==> src/core/tmr_support_map.svh <==
// Register offsets, field positions and reset values of the timer support block
//
// Behaviour
// - Pin A takes timer 1 pin counts and outputs timer 1 or 2 underflow halved.
// - Pin B takes timer 3 pin counts and outputs the timer 4 pulse width waveform.
// - Pin function bit 0 picks general port or timer pin for pin A.
// - Timer 4 control bit 3 ORs the pulse width waveform with the port latch on pin B.
// - With pin A as source, timer 1 counts each rising edge of pin A.
// - With pin B as source, timer 3 counts each rising edge of pin B.
// - With pin B as timer 3 source, pin B driver is off.
// - Each of five timers sets its own request flag on underflow; skip tests it.
// - Two interrupt control registers choose interrupt or skip per flag.
// - A flag clears when its interrupt is taken or its skip succeeds.
// - External pin control one bit 0 enables start sync of timer 1 by irq pin one.
// - External pin control two bit 0 enables start sync of timer 3 by irq pin two.
// - A valid irq pin edge sets the sync latch; only then count pulses pass.
// - The sync latch trigger equals the external interrupt trigger condition.
// - A set sync latch holds until its enable bit clears, auto-stop clears it on underflow, or reset.
// - With auto-stop, the timer underflow clears its sync latch.
// - Control bit 3 of timers 1 and 3 enables auto-stop, blocking further counts.
// - Auto-stop acts only while start sync of that timer is enabled.
// - Underflow is a count pulse at zero; it sets the flag and triggers auto-stop.
`ifndef TMR_SUPPORT_MAP_SVH
`define TMR_SUPPORT_MAP_SVH

// ----------------------------------------
// Register byte offsets
// ----------------------------------------
`define OFS_PIN_FUNC 8'h00
`define OFS_TMR1_CTRL 8'h04
`define OFS_TMR2_CTRL 8'h08
`define OFS_TMR3_CTRL 8'h0C
`define OFS_TMR4_CTRL 8'h10
`define OFS_EXT_FIRST 8'h14
`define OFS_EXT_SECOND 8'h18
`define OFS_INT_FIRST 8'h1C
`define OFS_INT_SECOND 8'h20
`define OFS_FLAGS 8'h24
`define OFS_SYNC_STAT 8'h28

// ----------------------------------------
// Field positions
// ----------------------------------------
`define PIN_A_TIMER_BIT 0
`define TMR_SRC_LO 0
`define TMR_SRC_HI 1
`define TMR_RUN_BIT 2
`define TMR_OPT_BIT 3
`define EXT_SYNC_EN_BIT 0
`define EXT_RISE_BIT 1
`define EXT_BOTH_BIT 2
`define INT_FIRST_T5_BIT 0

// ----------------------------------------
// Codes and reset values
// ----------------------------------------
`define SRC_PIN 2'h3
`define CTRL_RST 4'h0
`define NUM_TMR 5

`endif

==> src/core/tmr_support_pkg.sv <==
// Types shared by the timer support block
package tmr_support_pkg;

  typedef logic [3:0] ctrl_t;

  typedef enum logic [1:0] {
    BUS_IDLE = 2'b01,
    BUS_RESP = 2'b10
  } bus_state_e;

  typedef struct packed {
    logic enable;
    logic rise;
    logic both;
  } ext_mode_s;

  typedef struct packed {
    logic out;
    logic oe;
  } pin_drive_s;

endpackage : tmr_support_pkg

==> src/core/timer_pin_flag_sync_autostop.sv <==
// Timer pin routing, request flags, start sync and auto-stop with an APB register file
//
// Implementation choices: the APB slave port and the address map.
`timescale 1ns/10ps
`include "tmr_support_map.svh"

module timer_pin_flag_sync_autostop
  import tmr_support_pkg::*;
#(
  parameter int ADDR_W = 8,
  parameter int NT = 5
) (
  // Clock and reset
  input wire logic core_clk,
  input wire logic arst_n,
  // APB slave
  input wire logic psel,
  input wire logic penable,
  input wire logic pwrite,
  input wire logic [ADDR_W-1:0] paddr,
  input wire logic [31:0] pwdata,
  output logic [31:0] prdata,
  output logic pready,
  output logic pslverr,
  // Timer pin A
  input wire logic timer_pin_a_in,
  output logic timer_pin_a_out,
  output logic timer_pin_a_oe,
  input wire logic shared_port_bit_a,
  input wire logic port_a_dir,
  // Timer pin B
  input wire logic timer_pin_b_in,
  output logic timer_pin_b_out,
  output logic timer_pin_b_oe,
  input wire logic port_b_latch,
  input wire logic port_b_dir,
  input wire logic pulse_width_out,
  // External interrupt pins
  input wire logic ext_irq_pin_first,
  input wire logic ext_irq_pin_second,
  // Counter side
  input wire logic [NT-1:0] tmr_underflow,
  input wire logic tmr1_src_pulse,
  input wire logic tmr3_src_pulse,
  output logic tmr1_count_pulse,
  output logic tmr3_count_pulse,
  // Core side
  input wire logic [NT-1:0] skip_req,
  input wire logic [NT-1:0] irq_ack,
  output logic [NT-1:0] skip_taken,
  output logic [NT-1:0] irq_req,
  output logic [NT-1:0] request_flags
);

  // ----------------------------------------
  // Elaboration checks
  // ----------------------------------------
  if (NT != `NUM_TMR) begin : g_bad_nt
    $error("NT must equal the number of timers");
  end
  if (ADDR_W < 6) begin : g_bad_aw
    $error("ADDR_W too narrow for the register map");
  end

  // ----------------------------------------
  // Functions
  // ----------------------------------------
  function automatic logic edge_ok(
    input logic prev,
    input logic cur,
    input ext_mode_s m
  );
    logic rise_e;
    logic fall_e;
    rise_e = cur & ~prev;
    fall_e = prev & ~cur;
    if (m.both) begin
      edge_ok = rise_e | fall_e;
    end else if (m.rise) begin
      edge_ok = rise_e;
    end else begin
      edge_ok = fall_e;
    end
  endfunction : edge_ok

  function automatic ext_mode_s ext_mode(input ctrl_t c);
    ext_mode_s m;
    m.enable = c[`EXT_SYNC_EN_BIT];
    m.rise = c[`EXT_RISE_BIT];
    m.both = c[`EXT_BOTH_BIT];
    ext_mode = m;
  endfunction : ext_mode

  function automatic logic src_is_pin(input ctrl_t c);
    src_is_pin = (c[`TMR_SRC_HI:`TMR_SRC_LO] == `SRC_PIN);
  endfunction : src_is_pin

  // ----------------------------------------
  // Registers
  // ----------------------------------------
  ctrl_t pin_func_r;
  ctrl_t tmr1_ctrl_r;
  ctrl_t tmr2_ctrl_r;
  ctrl_t tmr3_ctrl_r;
  ctrl_t tmr4_ctrl_r;
  ctrl_t ext_first_r;
  ctrl_t ext_second_r;
  ctrl_t int_first_r;
  ctrl_t int_second_r;
  bus_state_e bus_state_r;
  logic [NT-1:0] flag_r;
  logic [NT-1:0] int_en;
  logic sync1_r;
  logic sync3_r;
  logic pin_a_prev_r;
  logic pin_b_prev_r;
  logic irq1_prev_r;
  logic irq2_prev_r;
  logic halve_r;
  logic wr_en;
  logic rd_en;
  logic hit;
  logic [31:0] rd_nxt;
  ext_mode_s mode1;
  ext_mode_s mode3;
  logic start1;
  logic start3;
  logic stop1;
  logic stop3;
  logic tmr1_ext;
  logic tmr3_ext;

  // ----------------------------------------
  // APB slave
  // ----------------------------------------
  // One wait state: answer in the access cycle after the first
  assign wr_en = psel & penable & pwrite & (bus_state_r == BUS_IDLE);
  assign rd_en = psel & penable & ~pwrite & (bus_state_r == BUS_IDLE);

  always_comb begin
    hit = 1'b1;
    rd_nxt = 32'h0000_0000;
    if (paddr == ADDR_W'(`OFS_PIN_FUNC)) begin
      rd_nxt[3:0] = pin_func_r;
    end else if (paddr == ADDR_W'(`OFS_TMR1_CTRL)) begin
      rd_nxt[3:0] = tmr1_ctrl_r;
    end else if (paddr == ADDR_W'(`OFS_TMR2_CTRL)) begin
      rd_nxt[3:0] = tmr2_ctrl_r;
    end else if (paddr == ADDR_W'(`OFS_TMR3_CTRL)) begin
      rd_nxt[3:0] = tmr3_ctrl_r;
    end else if (paddr == ADDR_W'(`OFS_TMR4_CTRL)) begin
      rd_nxt[3:0] = tmr4_ctrl_r;
    end else if (paddr == ADDR_W'(`OFS_EXT_FIRST)) begin
      rd_nxt[3:0] = ext_first_r;
    end else if (paddr == ADDR_W'(`OFS_EXT_SECOND)) begin
      rd_nxt[3:0] = ext_second_r;
    end else if (paddr == ADDR_W'(`OFS_INT_FIRST)) begin
      rd_nxt[3:0] = int_first_r;
    end else if (paddr == ADDR_W'(`OFS_INT_SECOND)) begin
      rd_nxt[3:0] = int_second_r;
    end else if (paddr == ADDR_W'(`OFS_FLAGS)) begin
      rd_nxt[NT-1:0] = flag_r;
    end else if (paddr == ADDR_W'(`OFS_SYNC_STAT)) begin
      rd_nxt[1:0] = {sync3_r, sync1_r};
    end else begin
      hit = 1'b0;
    end
  end

  always_ff @(posedge core_clk or negedge arst_n) begin
    if (!arst_n) begin
      bus_state_r <= BUS_IDLE;
      pready <= 1'b0;
      pslverr <= 1'b0;
      prdata <= 32'h0000_0000;
    end else begin
      case (bus_state_r)
        BUS_IDLE: begin
          pready <= psel & penable;
          pslverr <= psel & penable & ~hit;
          prdata <= rd_en ? rd_nxt : 32'h0000_0000;
          if (psel && penable) begin
            bus_state_r <= BUS_RESP;
          end
        end
        BUS_RESP: begin
          pready <= 1'b0;
          pslverr <= 1'b0;
          bus_state_r <= BUS_IDLE;
        end
        default: begin
          bus_state_r <= BUS_IDLE;
        end
      endcase
    end
  end

  // ----------------------------------------
  // Control register writes
  // ----------------------------------------
  always_ff @(posedge core_clk or negedge arst_n) begin
    if (!arst_n) begin
      pin_func_r <= `CTRL_RST;
      tmr1_ctrl_r <= `CTRL_RST;
      tmr2_ctrl_r <= `CTRL_RST;
      tmr3_ctrl_r <= `CTRL_RST;
      tmr4_ctrl_r <= `CTRL_RST;
      ext_first_r <= `CTRL_RST;
      ext_second_r <= `CTRL_RST;
      int_first_r <= `CTRL_RST;
      int_second_r <= `CTRL_RST;
    end else if (wr_en) begin
      if (paddr == ADDR_W'(`OFS_PIN_FUNC)) begin
        pin_func_r <= pwdata[3:0];
      end else if (paddr == ADDR_W'(`OFS_TMR1_CTRL)) begin
        tmr1_ctrl_r <= pwdata[3:0];
      end else if (paddr == ADDR_W'(`OFS_TMR2_CTRL)) begin
        tmr2_ctrl_r <= pwdata[3:0];
      end else if (paddr == ADDR_W'(`OFS_TMR3_CTRL)) begin
        tmr3_ctrl_r <= pwdata[3:0];
      end else if (paddr == ADDR_W'(`OFS_TMR4_CTRL)) begin
        tmr4_ctrl_r <= pwdata[3:0];
      end else if (paddr == ADDR_W'(`OFS_EXT_FIRST)) begin
        ext_first_r <= pwdata[3:0];
      end else if (paddr == ADDR_W'(`OFS_EXT_SECOND)) begin
        ext_second_r <= pwdata[3:0];
      end else if (paddr == ADDR_W'(`OFS_INT_FIRST)) begin
        int_first_r <= pwdata[3:0];
      end else if (paddr == ADDR_W'(`OFS_INT_SECOND)) begin
        int_second_r <= pwdata[3:0];
      end
    end
  end

  // ----------------------------------------
  // Edge history of pins
  // ----------------------------------------
  always_ff @(posedge core_clk or negedge arst_n) begin
    if (!arst_n) begin
      pin_a_prev_r <= 1'b0;
      pin_b_prev_r <= 1'b0;
      irq1_prev_r <= 1'b0;
      irq2_prev_r <= 1'b0;
    end else begin
      pin_a_prev_r <= timer_pin_a_in;
      pin_b_prev_r <= timer_pin_b_in;
      irq1_prev_r <= ext_irq_pin_first;
      irq2_prev_r <= ext_irq_pin_second;
    end
  end

  // ----------------------------------------
  // Start sync latches and auto-stop
  // ----------------------------------------
  assign mode1 = ext_mode(ext_first_r);
  assign mode3 = ext_mode(ext_second_r);
  // Same trigger as the external interrupt of each pin
  assign start1 = mode1.enable & edge_ok(irq1_prev_r, ext_irq_pin_first, mode1);
  assign start3 = mode3.enable & edge_ok(irq2_prev_r, ext_irq_pin_second, mode3);
  // Auto-stop only counts while start sync is on
  assign stop1 = tmr1_ctrl_r[`TMR_OPT_BIT] & mode1.enable & tmr_underflow[0];
  assign stop3 = tmr3_ctrl_r[`TMR_OPT_BIT] & mode3.enable & tmr_underflow[2];

  // A fresh edge in the underflow cycle re-arms, so no trigger is lost
  always_ff @(posedge core_clk or negedge arst_n) begin
    if (!arst_n) begin
      sync1_r <= 1'b0;
    end else if (!mode1.enable) begin
      sync1_r <= 1'b0;
    end else if (start1) begin
      sync1_r <= 1'b1;
    end else if (stop1) begin
      sync1_r <= 1'b0;
    end
  end

  always_ff @(posedge core_clk or negedge arst_n) begin
    if (!arst_n) begin
      sync3_r <= 1'b0;
    end else if (!mode3.enable) begin
      sync3_r <= 1'b0;
    end else if (start3) begin
      sync3_r <= 1'b1;
    end else if (stop3) begin
      sync3_r <= 1'b0;
    end
  end

  // ----------------------------------------
  // Count pulses to timers 1 and 3
  // ----------------------------------------
  assign tmr1_ext = src_is_pin(tmr1_ctrl_r);
  assign tmr3_ext = src_is_pin(tmr3_ctrl_r);

  always_ff @(posedge core_clk or negedge arst_n) begin
    if (!arst_n) begin
      tmr1_count_pulse <= 1'b0;
      tmr3_count_pulse <= 1'b0;
    end else begin
      tmr1_count_pulse <= (tmr1_ext ? (timer_pin_a_in & ~pin_a_prev_r) : tmr1_src_pulse)
        & (~mode1.enable | sync1_r);
      tmr3_count_pulse <= (tmr3_ext ? (timer_pin_b_in & ~pin_b_prev_r) : tmr3_src_pulse)
        & (~mode3.enable | sync3_r);
    end
  end

  // ----------------------------------------
  // Pin A: halved underflow output
  // ----------------------------------------
  // Timer 2 control bit 3 picks timer 2 over timer 1 as toggle source
  always_ff @(posedge core_clk or negedge arst_n) begin
    if (!arst_n) begin
      halve_r <= 1'b0;
    end else if (tmr2_ctrl_r[`TMR_OPT_BIT] ? tmr_underflow[1] : tmr_underflow[0]) begin
      halve_r <= ~halve_r;
    end
  end

  always_ff @(posedge core_clk or negedge arst_n) begin
    if (!arst_n) begin
      timer_pin_a_out <= 1'b0;
      timer_pin_a_oe <= 1'b0;
    end else if (pin_func_r[`PIN_A_TIMER_BIT]) begin
      timer_pin_a_out <= halve_r;
      timer_pin_a_oe <= ~tmr1_ext;
    end else begin
      timer_pin_a_out <= shared_port_bit_a;
      timer_pin_a_oe <= port_a_dir;
    end
  end

  // ----------------------------------------
  // Pin B: pulse width output
  // ----------------------------------------
  // Waveform is ORed with the port latch, which must therefore be low
  always_ff @(posedge core_clk or negedge arst_n) begin
    if (!arst_n) begin
      timer_pin_b_out <= 1'b0;
      timer_pin_b_oe <= 1'b0;
    end else begin
      timer_pin_b_out <= port_b_latch | (tmr4_ctrl_r[`TMR_OPT_BIT] & pulse_width_out);
      timer_pin_b_oe <= ~tmr3_ext & (port_b_dir | tmr4_ctrl_r[`TMR_OPT_BIT]);
    end
  end

  // ----------------------------------------
  // Request flags, interrupt or skip
  // ----------------------------------------
  assign int_en = {int_second_r[`INT_FIRST_T5_BIT], int_first_r};

  for (genvar i = 0; i < NT; i++) begin : g_flag
    // Underflow in the clearing cycle wins, so no event is lost
    always_ff @(posedge core_clk or negedge arst_n) begin
      if (!arst_n) begin
        flag_r[i] <= 1'b0;
      end else if (tmr_underflow[i]) begin
        flag_r[i] <= 1'b1;
      end else if (irq_ack[i] || (skip_req[i] && flag_r[i])) begin
        flag_r[i] <= 1'b0;
      end
    end

    always_ff @(posedge core_clk or negedge arst_n) begin
      if (!arst_n) begin
        skip_taken[i] <= 1'b0;
        irq_req[i] <= 1'b0;
        request_flags[i] <= 1'b0;
      end else begin
        skip_taken[i] <= skip_req[i] & flag_r[i];
        irq_req[i] <= (flag_r[i] | tmr_underflow[i]) & int_en[i] & ~irq_ack[i];
        request_flags[i] <= flag_r[i] | tmr_underflow[i];
      end
    end
  end

endmodule : timer_pin_flag_sync_autostop

==> config.mk <==
export PLATFORM = sky130hd
export DESIGN_NAME = timer_pin_flag_sync_autostop
export DESIGN_NICKNAME = d
export VERILOG_FILES = /design/src/core/tmr_support_pkg.sv /design/src/core/timer_pin_flag_sync_autostop.sv
export VERILOG_INCLUDE_DIRS = /design/src /design/src/core
export SDC_FILE = /design/constraint.sdc
export NUM_CORES = 1
export LEC_CHECK = 0
export ABC_AREA = 1
export BUFFER_PORTS_ARGS = -buffer_cell sky130_fd_sc_hd__buf_2
export CORE_MARGIN = 2
export CORE_UTILIZATION = 35
export CTS_CLUSTER_DIAMETER = 50
export DETAILED_ROUTE_END_ITERATION = 10
export PLACE_DENSITY = 0.65
export REMOVE_ABC_BUFFERS = 1
export SLEW_MARGIN = 20
export SYNTH_ARGS = -nofsm -noshare
export SYNTH_HDL_FRONTEND = slang
export SYNTH_SLANG_ARGS = --single-unit
==> constraint.sdc <==
create_clock -name core_clk -period 2.3 [get_ports core_clk]
set_input_delay 0.115 -clock core_clk [delete_from_list [all_inputs] [get_ports core_clk]]
set_output_delay 0.115 -clock core_clk [all_outputs]
set_load 0.1 [all_outputs]
### Yosys cells after proc, flatten, opt, wreduce, memory -nomap -nowiden

Cells that the tools add are included.

| word-level totals | value |
|---|---|
| output and inout bits | 55 |
| bits in registers | 105 |
| logic and storage cells | 226 |

| operators by class | value |
|---|---|
| multiplexer cells | 62 |
| reductions and logical operators | 27 |
| bitwise logic cells | 74 |
| equal/unequal tests | 17 |

Operators by type and width:

| kind | count |
|---|---|
| two-way mux 1 bit | 45 |
| AND 1 bit | 37 |
| two-way mux 4 bit | 9 |
| == test 8 x 5 -> 1 bit (second input constant) | 4 |
| NOT 1 bit | 26 |
| == test 8 x 6 -> 1 bit (second input constant) | 3 |
| == test 8 x 4 -> 1 bit (second input constant) | 2 |
| nonzero test 2 bit | 6 |
| bitwise OR 1 bit | 11 |
| AND reduction 10 bit | 1 |
| AND reduction 9 bit | 1 |
| == test 8 x 3 -> 1 bit (second input constant) | 1 |
| zero test 8 bit | 1 |
| two-way mux 2 bit | 4 |
| AND reduction 8 bit | 1 |
| AND reduction 7 bit | 1 |
| == test 2 bit (second input constant) | 3 |
| logical AND 1 bit | 6 |
| inequality test 3 x 1 -> 1 bit (second input constant) | 2 |
| AND reduction 6 bit | 1 |
| logical OR 1 bit | 5 |
| two-way mux 5 bit | 1 |
| AND reduction 5 bit | 1 |
| one-hot mux 1 bit (2 select lines) | 2 |
| other kinds (6) | 6 |

### Longest topological paths before layout

Gate-level depths: netlist of run 1.

| logic depth | value |
|---|---|
| word-level depth | 15 |
| gate-level depth with buffers | 15 |

### Worst setup path before layout of run 1

OpenSTA, ideal clock, no wires.

| timing path | value |
|---|---|
| kind | reg2reg |
| from | reg bus_state_r[0] |
| to | reg ext_second_r[2] |
| required time | 2.175 ns |
| setup slack | 0.573 ns |
| stages on the path, launching flop included | 11 |
| arrival | 1.601 ns |
| period minus slack after synthesis | 1.727 ns |
| buffers on the path | 0 |
| path through | dfstp_2 ha_1 inv_1 nor2_1 nand2_1 nor3_4 inv_2 nor2_4 nand2_4 nand2_1 o21ai_1 |

| between the ends | value |
|---|---|
| word-level cells in the longest chain between the ends | 3 |

Ends and longest elaborated chain:

| element | line | text |
|---|---|---|
| start, declared | timer_pin_flag_sync_autostop.sv:110 | `bus_state_e bus_state_r;` |
| start signal, assigned | timer_pin_flag_sync_autostop.sv:172 | `bus_state_r <= BUS_IDLE;` |
| start signal, assigned | timer_pin_flag_sync_autostop.sv:183 | `bus_state_r <= BUS_RESP;` |
| start signal, assigned | timer_pin_flag_sync_autostop.sv:189 | `bus_state_r <= BUS_IDLE;` |
| == test 2 x 1 -> 1 bit | timer_pin_flag_sync_autostop.sv:137 | `assign wr_en = psel & penable & pwrite & (bus_state_r == BUS_IDLE);` |
| AND 1 bit | timer_pin_flag_sync_autostop.sv:137 |  |
| AND reduction 8 bit (no source line) | n/a |  |
| end signal, assigned | timer_pin_flag_sync_autostop.sv:209 | `` ext_second_r <= `CTRL_RST; `` |
| end signal, assigned | timer_pin_flag_sync_autostop.sv:226 | `ext_second_r <= pwdata[3:0];` |
| end, declared | timer_pin_flag_sync_autostop.sv:107 | `ctrl_t ext_second_r;` |

Every way passes these cells.
A chain may end at the register's enable or synchronous reset.

### Final worst setup path of run 1

| timing path | value |
|---|---|
| from | reg bus_state_r[0] |
| to | reg tmr4_ctrl_r[0] |

| between the ends | value |
|---|---|
| word-level cells in the longest chain between the ends | 3 |

Ends and longest elaborated chain:

| element | line | text |
|---|---|---|
| == test 2 x 1 -> 1 bit | timer_pin_flag_sync_autostop.sv:137 |  |
| AND 1 bit | timer_pin_flag_sync_autostop.sv:137 |  |
| AND reduction 6 bit (no source line) | n/a |  |
| end signal, assigned | timer_pin_flag_sync_autostop.sv:207 | `` tmr4_ctrl_r <= `CTRL_RST; `` |
| end signal, assigned | timer_pin_flag_sync_autostop.sv:222 | `tmr4_ctrl_r <= pwdata[3:0];` |
| end, declared | timer_pin_flag_sync_autostop.sv:105 | `ctrl_t tmr4_ctrl_r;` |

Every way passes these cells.

==> impl.org, run 1 <==
** Layout
- Signed area change from the synthesized netlist to the final layout :: 22.6%
- Once layout is complete, the utilization of the core stands at 0.438.
- In the final layout, the share of cells above drive strength 1 is 0.214.
- Final net count :: 638
- N_diodes :: 0
- Total non-filler cell area in the finished layout :: 4730 um2

** Global route
- The via count of the first global-routing pass was 3,111.
- Pin count of the biggest net entering global routing :: 79
- After global routing the overflow that remains totals 0.
- The first global-routing pass estimated roughly 15 mm of wire.
- The number of antenna violations at the first check in global routing is 0.
- Gr usage total :: 0.160

** STA
- The worst pin sits at a relative slew slack of 0.352.
- The number of max-slew violations in the final report is 0.
- For the final database, setup skew stands at approximately 0.018 ns.
- Portion of the clock cycle consumed by the worst path in the final layout :: 0.860
- Setup violations, final :: 0
- Measured slew at the worst slew-check pin :: 0.972 ns
- Tmin final :: between 1.5 and 2 ns
- The hold violation total from the final report was 0.
- Adding up every negative setup slack in the final design gives 0 ns.
- Setup repair after global routing missed its margin :: no
- Maximum clock frequency :: slightly above 500 MHz
- Across all setup checks in the final design, the least slack found is 0.322 ns.

** Power
- Leakage component of the power :: 2.45 nW
- Net Sw Frac :: 0.368
- Proportion of power drawn by the clock network :: 0.286
- Summed over all nets, the switching power comes to 0.00119 W.
- Max VDD drop :: 0.408 mV
- Power spread over the standard cell area amounts to 683 nW/um2.
- Seq pwr share :: 0.464
- Internal power consumption :: 0.00204 W
- Relative contribution of combinational cells to total power :: 0.250

** Drt
- Average detailed-routed wire length per instance :: 12.4 um
- Summing over every cut layer, the via total after detailed routing is 3,185.
- For this run, the detailed router's first-pass iteration total came to 5.
- Final antenna-violating net count :: 0
- Summed over all layers, the routed wires come to 8.77 mm.
- After detailed routing, the number of remaining DRC violations is 0.
- Dividing the detail-routed via count by the number of cells gives 4.51.
- Number of DRC violations after detailed-routing iteration 0 :: 184

** Synth
- After synthesis, the netlist uses 35 different library cells.
- Post-synth top flop :: sky130_fd_sc_hd__dfrtp_1
- Cell taking the most area after synthesis :: sky130_fd_sc_hd__dfrtp_1
- Number of enable flip-flop cells after synthesis :: 0
- Number of synthesized register bits :: a little under 80
- Top cell types by occurrence after synthesis :: 117 x sky130_fd_sc_hd__nand2_1, 77 x sky130_fd_sc_hd__dfrtp_1, 58 x sky130_fd_sc_hd__inv_1, 41 x sky130_fd_sc_hd__nor2_1, 32 x sky130_fd_sc_hd__o21ai_0
- Netlist area before placement :: between 3000 and 4000 um2
- Synthesis warning total :: 0
- After technology mapping, the gate count stands at between 400 and 500.
- Dominant combinational cell family by area after synthesis :: simple AND/OR/NAND/NOR gates
- The compound-gate portion of the synthesized area is 0.104.
- The share of the Yosys chip area taken by registers is 0.506.
- Synthesized-area fraction occupied by adder cells :: 0.0195
- Simple logic cell fraction of the synthesized area :: 0.247
- Area share of the leading cell type in the synthesized netlist :: 0.500
- Of the post-synthesis cell area, the part taken by muxes is 0.
- Most frequently used cell type in the post-synthesis netlist :: sky130_fd_sc_hd__nand2_1
- Most area-consuming cells after synthesis :: sky130_fd_sc_hd__dfrtp_1 50%, sky130_fd_sc_hd__nand2_1 11%, sky130_fd_sc_hd__inv_1 5.6%
- Parity-gate share of the synthesized area counting xor and xnor cells :: 0.00227
- Syn Area/Cell :: 8.52 um2
- Async set or reset register ratio after synthesis :: 1.00

** Setup path
- R2r setup slk :: 0.32 ns
- Data on the critical path is required at its endpoint by 2.52 ns.
- The worst setup path is captured at a flop.
- The critical path in this run is classified as flop to flop.
- STA classifies the critical path startpoint as a flop.
- Critical path fanouts, max :: 8
- Data arrives at the worst endpoint at 2.19 ns.

** Place
- Final HPWL from detailed placement :: 6.29 mm
- At the end of routability-driven placement, the weighted congestion stood at 0.944.
- Place WS :: about 0.32 ns
- Quantity of I/O buffers inserted on ports :: 70
- Post-DP Area :: 4280 um2

** Floorplan
- In this run the core area contains 38 standard-cell rows.
- Initial standard-cell utilization of the core :: 0.357
- Y dimension of the die :: 109 um
- The floorplan step defined a die boundary enclosing 11,900 um2.
- Area of the core :: roughly 11,000 um2
- I/O pin count :: roughly 130
- From left edge to right edge, the die measures 109 um.

** Clock tree
- Counting the buffers created by CTS gives 9.
- After clock tree synthesis, the setup repair step added 0 buffers.
- The tree built by TritonCTS fans out to 78 sinks.
- The tree is rooted in a sky130_fd_sc_hd__clkbuf_8.
- Clock tree from TritonCTS :: yes
- CTS resizes :: 0
- The H-tree generated during clock tree synthesis spans 3 levels.
- After clock tree synthesis, the clock-pin slew on the worst setup and hold paths is 0.08 ns.
- Clock insertion delay at the later pin of the skew report :: 0.36 ns
- Hold repair after CTS inserted 28 buffers.
- The longest clock path from root to sink contains 2 buffers.

** Job
- Reported max-cap violation count :: 0

** Worst hold path
- Classification of the worst-slack hold path :: input port to flop

** Outcome
- Outcome :: finished, final reports clean
==> power by group through the flow <==
| stage | logic (W) | registers (W) | clock network [W] |
|---|---|---|---|
| 5_1_grt | 0.000871 | 0.00151 | 0.00102 |
| 3_5_place_dp | 0.000776 | 0.00153 | 0 |
| 6_report | 0.000808 | 0.00150 | 0.000924 |
| 2_1_floorplan | 0.000393 | 0.00173 | 0 |
| 3_3_place_gp | 0.000762 | 0.00152 | 0 |
| 4_1_cts | 0.000815 | 0.00150 | 0.000958 |
==> flip-flops by register name, summed over array words and instances (netlist names), 2 cells and up <==
signal         flops
tmr2_ctrl_r        4
irq_req            5
tmr3_ctrl_r        4
tmr1_ctrl_r        4
int_first_r        4
pin_func_r         4
ext_first_r        4
tmr4_ctrl_r        4
prdata             5
ext_second_r       4
skip_taken         5
flag_r             5
request_flags      5
bus_state_r        2
int_second_r       4
==> kinds of logic after synthesis <==
| family | Yosys count |
|---|---|
| buffers and inverters | 95 |
| AOI/OAI and AO/OA | 71 |
| and+or+nand+nor | 201 |
| other | 1 |
| DFF | 78 |
| adders and majority gates | 6 |
| xor gates and xnor gates | 1 |
==> placed cells by master, fill, tap and decap left out, types with 10 or more instances in the layout <==
cell,instances
sky130_fd_sc_hd__dlygate4sd3_1,28
sky130_fd_sc_hd__o21ai_0,32
sky130_fd_sc_hd__dfrtp_1,77
sky130_fd_sc_hd__a21oi_1,11
sky130_fd_sc_hd__conb_1,27
sky130_fd_sc_hd__clkbuf_8,10
sky130_fd_sc_hd__nor2_1,41
sky130_fd_sc_hd__nand2_1,117
sky130_fd_sc_hd__inv_1,58
sky130_fd_sc_hd__nand3_1,11
sky130_fd_sc_hd__buf_2,69
==> layer usage <==
| metal | share of wire | global-route usage | up-vias |
|---|---|---|---|
| met1 | 0.45 | 0.210 | 1475 |
| met5 | 0 | 0 | - |
| met4 | 0.020 | 0.0632 | 0 |
| met2 | 0.47 | 0.254 | 118 |
| met3 | 0.061 | 0.0418 | 13 |
| li1 | - | - | 1579 |
==> layout make-up <==
type                            instances  area (um2)
Clock buffer                           13         149
Clock inverter                          3        21.3
Fill cell                            1094        6060
Inverter                               68         260
Multi-Input combinational cell        306        1540
Sequential cell                        78        1950
Tap cell                              140         175
Timing Repair Buffer                   98         633
==> final timing paths <==
path / start / end / depth (start not counted)
worst max register to register: bus_state_r[0] / tmr4_ctrl_r[0] / 10
min in group asynchronous: arst_n / int_second_r[1] / 2
worst min-delay path: tmr1_src_pulse / tmr1_count_pulse / 3
worst max-delay path: bus_state_r[0] / tmr4_ctrl_r[0] / 10
max in group asynchronous: arst_n / tmr1_count_pulse / 2
worst min register to register: halve_r / halve_r / 1
==> through the flow <==
step	cells	power [W]	hold slack, ns
after floorplan	452	0.00213	-0.181
after global placement	662	0.00228	0.237
after detailed placement	662	0.00230	0.245
after CTS	706	0.00327	0.0470
after global routing	706	0.00340	0.0720
final	706	0.00323	0.0693
==> critical path: stages, from the launching register on <==
cell	delay (ns)
sky130_fd_sc_hd__dfstp_2	0.55
sky130_fd_sc_hd__ha_1	0.14
sky130_fd_sc_hd__inv_1	0.11
sky130_fd_sc_hd__nor2_1	0.17
sky130_fd_sc_hd__nand2_1	0.16
sky130_fd_sc_hd__nor3_4	0.24
sky130_fd_sc_hd__inv_2	0.09
sky130_fd_sc_hd__nor2_4	0.15
sky130_fd_sc_hd__nand2_4	0.09
sky130_fd_sc_hd__nand2_1	0.06
sky130_fd_sc_hd__o21ai_1	0.06
No activity file was read; power rests on OpenSTA's default activity.
==> run 2, diff against run 1 <==
--- a/config.mk
+++ b/config.mk
@@ -9,10 +9,10 @@
 export ABC_AREA = 1
 export BUFFER_PORTS_ARGS = -buffer_cell sky130_fd_sc_hd__buf_2
 export CORE_MARGIN = 2
-export CORE_UTILIZATION = 35
+export CORE_UTILIZATION = 51
 export CTS_CLUSTER_DIAMETER = 50
 export DETAILED_ROUTE_END_ITERATION = 10
-export PLACE_DENSITY = 0.65
+export PLACE_DENSITY = 0.86
 export REMOVE_ABC_BUFFERS = 1
 export SLEW_MARGIN = 20
 export SYNTH_ARGS = -nofsm -noshare
==> run 2 against run 1 <==
Cell area fell by 0.32%. Register-to-register slack is essentially flat. Routed wire length about the same. Cell count down 5.8%. Die area fell by 30%. Hold slack got worse by 0.016 ns. Clock skew shrank 0.0079 ns. Combinational power is 1% higher. Critical path type unchanged. Largest power group unchanged.
==> impl.org, run 2 (same netlist as run 1, synthesis figures left out) <==
** Power
- The largest vdd supply drop was 0.351 mV (was 0.408 mV).
- The combinational share of power was 0.242 (was 0.250).
- The total power per unit cell area came to 715 nW/um2 (was 683 nW/um2).
- The switching fraction of total power came to 0.367 (was 0.368).
- The part of the total power dissipated in the clock network was 0.314 (was 0.286).
- Switch Pwr :: 0.00124 W (was 0.00119 W)
- The static leakage power came to 2.47 nW (was 2.45 nW).
- Internal power consumption :: 0.00213 W (was 0.00204 W)
- The sequential power share was 0.444 (was 0.464).

** Setup path
- The launch point of the worst reg-to-reg path was bus_state_r[0] (unchanged).
- FF-to-FF path depth :: 10 (unchanged)
- The data required time at the worst endpoint came to 2.54 ns (was 2.52 ns).
- The maximum cell stage delay along the critical path was 0.55 ns (about the same).
- Critical path launch point :: bus_state_r[0] (unchanged)
- Element type at the critical path start :: flop (unchanged)
- The slowest stage cell on the critical path is sky130_fd_sc_hd__dfstp_2 (unchanged).
- Critical path start-end classification :: flop to flop (unchanged)
- The capture point of the worst reg-to-reg path was ext_second_r[2] (was tmr4_ctrl_r[0]).
- Worst EP arrival :: 2.22 ns (was 2.19 ns)
- The capturing instance or port of the critical path is ext_second_r[2] (was tmr4_ctrl_r[0]).
- The dominant cell type by count on the critical path was sky130_fd_sc_hd__nand2_1 (unchanged).
- Cells traversed along the worst timing path :: ha_1, inv_1, nor2_1, nand2_1, nor3_4, inv_2, nor2_4, nand2_4, nand2_1, o21ai_1 (unchanged)
- The critical path endpoint category is a flop (unchanged).
- R2r setup slk :: 0.31 ns (was 0.32 ns)
- Critical path fanouts, max :: 8 (unchanged)

** Layout
- Post-route core utilization :: 0.647 (was 0.438)
- The leading cell type in the layout, fill and taps excluded is sky130_fd_sc_hd__nand2_1 (unchanged).
- The post-synthesis to final-layout area growth is 22.3% (was 22.6%).
- The layout net count came to 638 (unchanged).
- Most frequent cells in the layout: 117 x sky130_fd_sc_hd__nand2_1, 77 x sky130_fd_sc_hd__dfrtp_1, 69 x sky130_fd_sc_hd__buf_2, 58 x sky130_fd_sc_hd__inv_1, 41 x sky130_fd_sc_hd__nor2_1 (unchanged).
- Ratio of cells with drive above 1 in the final layout :: 0.219 (was 0.214)
- The number of antenna repair diodes is 0 (unchanged).
- The final design area excluding fillers is 4720 um2 (was 4730 um2).

** Global route
- Number of global-route vias before repair :: 3,217 (was 3,111)
- Gr usage total :: 0.227 (was 0.160)
- GR Overflow Total :: 0 (unchanged)
- Global-route wire length before repair :: 14.9 mm (was 14.6 mm)
- The number of antenna violations at the first check in global routing came to 0 (unchanged).
- The pin count of the biggest net entering global routing was 79 (unchanged).

** STA
- The final worst hold slack came to 0.0530 ns (was 0.0693 ns).
- Maximum clock frequency :: 503 MHz (was 506 MHz)
- The time the final worst path needs with I/O delays and setup is 1.99 ns (was 1.98 ns).
- The transition time at the pin with the least slew margin came to 0.938 ns (was 0.972 ns).
- The final-report setup violation count was 0 (unchanged).
- Final setup slack of the worst path :: 0.312 ns (was 0.322 ns)
- Total count of max-transition violations in the final report :: 0 (unchanged)
- Setup repair after global routing missed its margin: no (unchanged).
- Worst slew margin relative to its limit :: 0.375 (was 0.352)
- The setup TNS is 0 ns (unchanged).
- Portion of the clock cycle consumed by the worst path in the final layout :: 0.864 (was 0.860)
- The worst clock skew came to 0.0104 ns (was 0.0183 ns).
- The hold violation total from the final report is 0 (unchanged).

** Clock tree
- The total clock sinks is 78 (unchanged).
- Post-CTS Setup Repair Bufs :: 0 (unchanged)
- The clock latency reported for the late side of the worst-skew pair was 0.36 ns (about the same).
- Clock tree from TritonCTS :: yes (unchanged)
- Root Driver :: sky130_fd_sc_hd__clkbuf_8 (unchanged)
- Clock buffers created by TritonCTS :: 9 (unchanged)
- The clock transition time at the flip-flop clock pins of the worst setup and hold paths came to 0.09 ns (was 0.08 ns).
- Number of buffers added to fix hold violations after cts :: 28 (unchanged)
- H-tree lvl count :: 3 (unchanged)
- CTS resizes :: 0 (unchanged)
- The maximum buffer depth of the clock tree was 2 (unchanged).

** Place
- The detailed placer's ending HPWL is 6.18 mm (was 6.29 mm).
- Routability Congestion :: 0.909 (was 0.944)
- The number of port buffers came to 70 (unchanged).
- The pre-CTS setup slack is 0.334 ns (was 0.316 ns).
- Post-DP Area :: 4230 um2 (was 4280 um2)

** Floorplan
- Y dimension of the die :: 91.0 um (was 109 um)
- The number of standard-cell rows in the floorplan is 31 (was 38).
- The number of top-level pins was 126 (unchanged).
- The width of the chip is 91.0 um (was 109 um).
- The placeable core area is 7290 um2 (was 10,800 um2).
- The floorplan die area came to 8280 um2 (was 11,900 um2).
- The initial cell density of the core was 0.529 (was 0.357).

** Drt
- The total number of vias was 3,221 (was 3,185).
- The wire length per cell after detailed routing is 13.2 um (was 12.4 um).
- Total iterations of the first detailed-routing run :: 4 (was 5)
- Via density :: 4.84 (was 4.51)
- The count of unresolved DRC violations after routing came to 0 (unchanged).
- Number of DRC violations after detailed-routing iteration 0 :: 241 (was 184)
- Final antenna-violating net count :: 0 (unchanged)
- Total routed wirelength :: 8.78 mm (was 8.77 mm)

** Job
- Reported max-cap violation count :: 0 (unchanged)

** Outcome
- Outcome: finished, final reports clean (unchanged).

** Worst hold path
- Classification of the worst-slack hold path :: input port to flop (unchanged)
run 2: power by group through the flow:
stage / combinational (W) / sequential (W) / clock, W
after floorplan: 0.000393 / 0.00173 / 0
after global placement: 0.000754 / 0.00152 / 0
after detailed placement: 0.000779 / 0.00153 / 0
after CTS: 0.000819 / 0.00150 / 0.00108
after global routing: 0.000875 / 0.00151 / 0.00113
final: 0.000816 / 0.00150 / 0.00106
run 2: layout make-up:
| type | instances | area, um2 |
|---|---|---|
| Clock buffer | 9 | 124 |
| Clock inverter | 7 | 82.6 |
| Fill cell | 604 | 2580 |
| Inverter | 68 | 260 |
| Multi-Input combinational cell | 306 | 1540 |
| Sequential cell | 78 | 1950 |
| Tap cell | 99 | 124 |
| Timing Repair Buffer | 98 | 633 |
run 2: critical path: cells and delay by family (launching register included):
family | cells | cell delay, ns
compound gates | 1 | 0.06
fa+ha+maj | 1 | 0.15
buf+inv | 2 | 0.21
flops | 1 | 0.55
simple gates | 6 | 0.89
run 2: worst min path at each step:
| stage | startpoint | endpoint | slack (ns) | depth (start not counted) |
|---|---|---|---|---|
| after floorplan | arst_n | bus_state_r[1] | -0.18 | 0 |
| after global placement | timer_pin_b_in | pin_b_prev_r | 0.24 | 1 |
| after detailed placement | timer_pin_a_in | pin_a_prev_r | 0.24 | 1 |
| after CTS | tmr1_src_pulse | tmr1_count_pulse | 0.05 | 3 |
| after global routing | psel | pready | 0.07 | 3 |
| final | tmr1_src_pulse | tmr1_count_pulse | 0.05 | 3 |
run 2: layer usage:
layer / GRT usage / wire (um) / vias to the layer above
met3: 0.0490 / 472 / 16
met1: 0.292 / 3860 / 1498
met5: 0 / 0 / -
met4: 0.0745 / 178 / 0
li1: - / - / 1598
met2: 0.383 / 4270 / 109
run 2: metrics by stage:
stage	instances	total power, W
2_1_floorplan	452	0.00213
6_report	665	0.00337
4_1_cts	665	0.00339
3_5_place_dp	621	0.00230
3_3_place_gp	621	0.00228
5_1_grt	665	0.00351
==> run 3, diff against run 2 <==
--- a/config.mk
+++ b/config.mk
@@ -8,7 +8,7 @@
 export LEC_CHECK = 0
 export ABC_AREA = 1
 export BUFFER_PORTS_ARGS = -buffer_cell sky130_fd_sc_hd__buf_2
-export CORE_MARGIN = 2
+export CORE_MARGIN = 5
 export CORE_UTILIZATION = 51
 export CTS_CLUSTER_DIAMETER = 50
 export DETAILED_ROUTE_END_ITERATION = 10
==> run 3 against run 2 <==
Cell area unchanged. Clock skew up 0.0028 ns. Hold slack improved by 0.011 ns. Critical path type unchanged. Total power shrank 0.38%. Largest power group unchanged. Combinational power decreased by 0.7%. Flip-flop and latch count stayed put. Via count grew 0.65%.
==> impl.org, run 3 (same netlist as run 1, synthesis figures left out) <==
** STA
- Measured slew at the worst slew-check pin :: 0.949 ns (was 0.938 ns)
- The worst clock skew is 0.0132 ns (was 0.0104 ns).
- The number of max-slew violations in the final report is 0 (unchanged).
- The worst slew margin relative to its limit is 0.367 (was 0.375).
- The final-report setup violation count was 0 (unchanged).
- Setup repair after global routing missed its margin: no (unchanged).
- The final clock period utilization by the worst path came to 0.854 (was 0.864).
- Maximum clock frequency :: 509 MHz (was 503 MHz)
- The hold violation total from the final report is 0 (unchanged).
- Tmin final :: 1.96 ns (was 1.99 ns)
- The minimum setup slack in the final design was 0.335 ns (was 0.312 ns).
- Setup TNS :: 0 ns (unchanged)
- The final worst hold slack was 0.0636 ns (was 0.0530 ns).

** Layout
- Leading cell type in the layout, fill and taps excluded :: sky130_fd_sc_hd__nand2_1 (unchanged)
- The final non-filler cell total was 665 (unchanged).
- Signed area change from the synthesized netlist to the final layout :: 22.3% (unchanged)
- The fraction of final layout cells with drive strength greater than 1 is 0.219 (unchanged).
- Final net count :: 638 (unchanged)
- The utilization after layout is 0.647 (unchanged).
- Most frequent cells in the layout :: 117 x sky130_fd_sc_hd__nand2_1, 77 x sky130_fd_sc_hd__dfrtp_1, 69 x sky130_fd_sc_hd__buf_2, 58 x sky130_fd_sc_hd__inv_1, 41 x sky130_fd_sc_hd__nor2_1 (unchanged)
- The number of antenna repair diodes is 0 (unchanged).

** Clock tree
- The number of H-tree levels came to 3 (unchanged).
- Root Driver :: sky130_fd_sc_hd__clkbuf_8 (unchanged)
- The clock transition time at the flip-flop clock pins of the worst setup and hold paths came to 0.09 ns (about the same).
- The total clock sinks came to 78 (unchanged).
- The clock latency reported for the late side of the worst-skew pair is 0.36 ns (about the same).
- Post-CTS Setup Repair Bufs :: 0 (unchanged)
- Clock buffers created by TritonCTS :: 9 (unchanged)
- The TritonCTS clock tree is yes (unchanged).
- Maximum root-to-sink buffer count :: 2 (unchanged)

** Job
- The max capacitance violation total is 0 (unchanged).

** Drt
- Average detailed-routed wire length per instance :: 13.8 um (was 13.2 um)
- Total iterations of the first detailed-routing run :: 5 (was 4)
- Final antenna-violating net count :: 0 (unchanged)
- DR vias :: 3,242 (was 3,221)
- Number of remaining DRC errors :: 0 (unchanged)
- Number of DRC violations after detailed-routing iteration 0 :: 249 (was 241)
- The vias per cell is 4.88 (was 4.84).
- Total routed wirelength :: 9.20 mm (was 8.78 mm)

** Global route
- GR Overflow Total :: 0 (unchanged)
- The number of antenna violations at the first check in global routing came to 0 (unchanged).
- The first-pass GRT wire length came to 15.7 mm (was 14.9 mm).
- The via count of the first global-routing pass is 3,326 (was 3,217).
- The pin count of the biggest net entering global routing came to 79 (unchanged).
- The global router's overall resource usage came to 0.207 (was 0.227).

** Setup path
- The worst endpoint data arrival time came to 2.19 ns (was 2.22 ns).
- The maximum net fanout on the critical path was 8 (unchanged).
- The logic depth of the worst register-to-register path came to 10 (unchanged).
- Required arrival time at the worst endpoint :: 2.52 ns (was 2.54 ns)
- Critical path start-end classification :: flop to flop (unchanged)
- The critical path endpoint category was a flop (unchanged).
- Element type at the critical path start :: flop (unchanged)

** Power
- Cell area power density :: 712 nW/um2 (was 715 nW/um2)
- Max VDD drop :: 0.346 mV (was 0.351 mV)
- The static leakage power came to 2.47 nW (about the same).

** Floorplan
- The width of the chip is 97.0 um (was 91.0 um).
- The placeable core area was 7290 um2 (unchanged).
- Initial standard-cell utilization of the core :: 0.529 (unchanged)
- Y dimension of the die :: 97.0 um (was 91.0 um)
- Die footprint :: 9400 um2 (was 8280 um2)
- The number of standard-cell rows in the floorplan is 31 (unchanged).
- I/O pin count :: 126 (unchanged)

** Outcome
- Outcome: finished, final reports clean (unchanged).

** Place
- Quantity of I/O buffers inserted on ports :: 70 (unchanged)
- Routability Congestion :: 0.908 (was 0.909)
- The number of cells after detailed placement came to 621 (unchanged).
- Place WS :: 0.356 ns (was 0.334 ns)
- The detailed placer's ending HPWL was 6.42 mm (was 6.18 mm).

** Worst hold path
- The type of the tightest min-delay check is input port to flop (unchanged).
- The depth of the worst hold-timing path is 3 (unchanged).
## run 3: worst paths after layout
| kind | startpoint | endpoint | slack (ns) |
|---|---|---|---|
| worst max register to register | bus_state_r[0] | tmr4_ctrl_r[0] | 0.34 |
| min in group asynchronous | arst_n | skip_taken[1] | 0.45 |
| max in group asynchronous | arst_n | tmr4_ctrl_r[1] | 1.24 |
| worst max-delay path | bus_state_r[0] | tmr4_ctrl_r[0] | 0.34 |
| worst min-delay path | tmr1_src_pulse | tmr1_count_pulse | 0.06 |
| worst min register to register | halve_r | halve_r | 0.48 |
## run 3: per-layer routing
layer | GRT usage | wire length (um) | up-vias
li1 | - | - | 1587
met1 | 0.254 | 3860 | 1504
met2 | 0.342 | 4450 | 136
met3 | 0.0633 | 686 | 15
met4 | 0.0767 | 196 | 0
met5 | 0 | 0 | -
## run 3: what timing repair did
action / 4_1_cts / 5_1_grt
resized for setup: 0 / 0
hold buffers: 28 / 0
endpoints found under the hold margin: 107 / 0
## run 3: area by class of cell
cell class	instances	area [um2]
flip-flops and latches	78	1950
clock inverters	6	68.8
fillers	613	2580
clock buffers	10	138
well taps	99	124
inverters	68	260
multi-input cells	306	1540
repair buffers	98	633
## run 3: power breakdown
part           switching, W  internal, W  leakage [nW]
registers         0.0000455      0.00145          1.01
clock network      0.000512     0.000538         0.103
logic              0.000647     0.000163          1.35
total               0.00120      0.00215          2.47
## run 3: critical path, stage by stage, from the launching register on
cell,delay [ns]
sky130_fd_sc_hd__dfstp_2,0.55
sky130_fd_sc_hd__ha_1,0.14
sky130_fd_sc_hd__inv_1,0.11
sky130_fd_sc_hd__nor2_1,0.16
sky130_fd_sc_hd__nand2_1,0.15
sky130_fd_sc_hd__nor3_4,0.24
sky130_fd_sc_hd__inv_2,0.09
sky130_fd_sc_hd__nor2_4,0.15
sky130_fd_sc_hd__nand2_4,0.10
sky130_fd_sc_hd__nand2_1,0.06
sky130_fd_sc_hd__o21ai_1,0.06
## run 3: through the flow
stage	power, W	area [um2]
finish	0.00336	4720
global route	0.00351	4720
CTS	0.00338	4720
detailed placement	0.00230	4230
global placement	0.00228	4230
floorplan	0.00213	3750
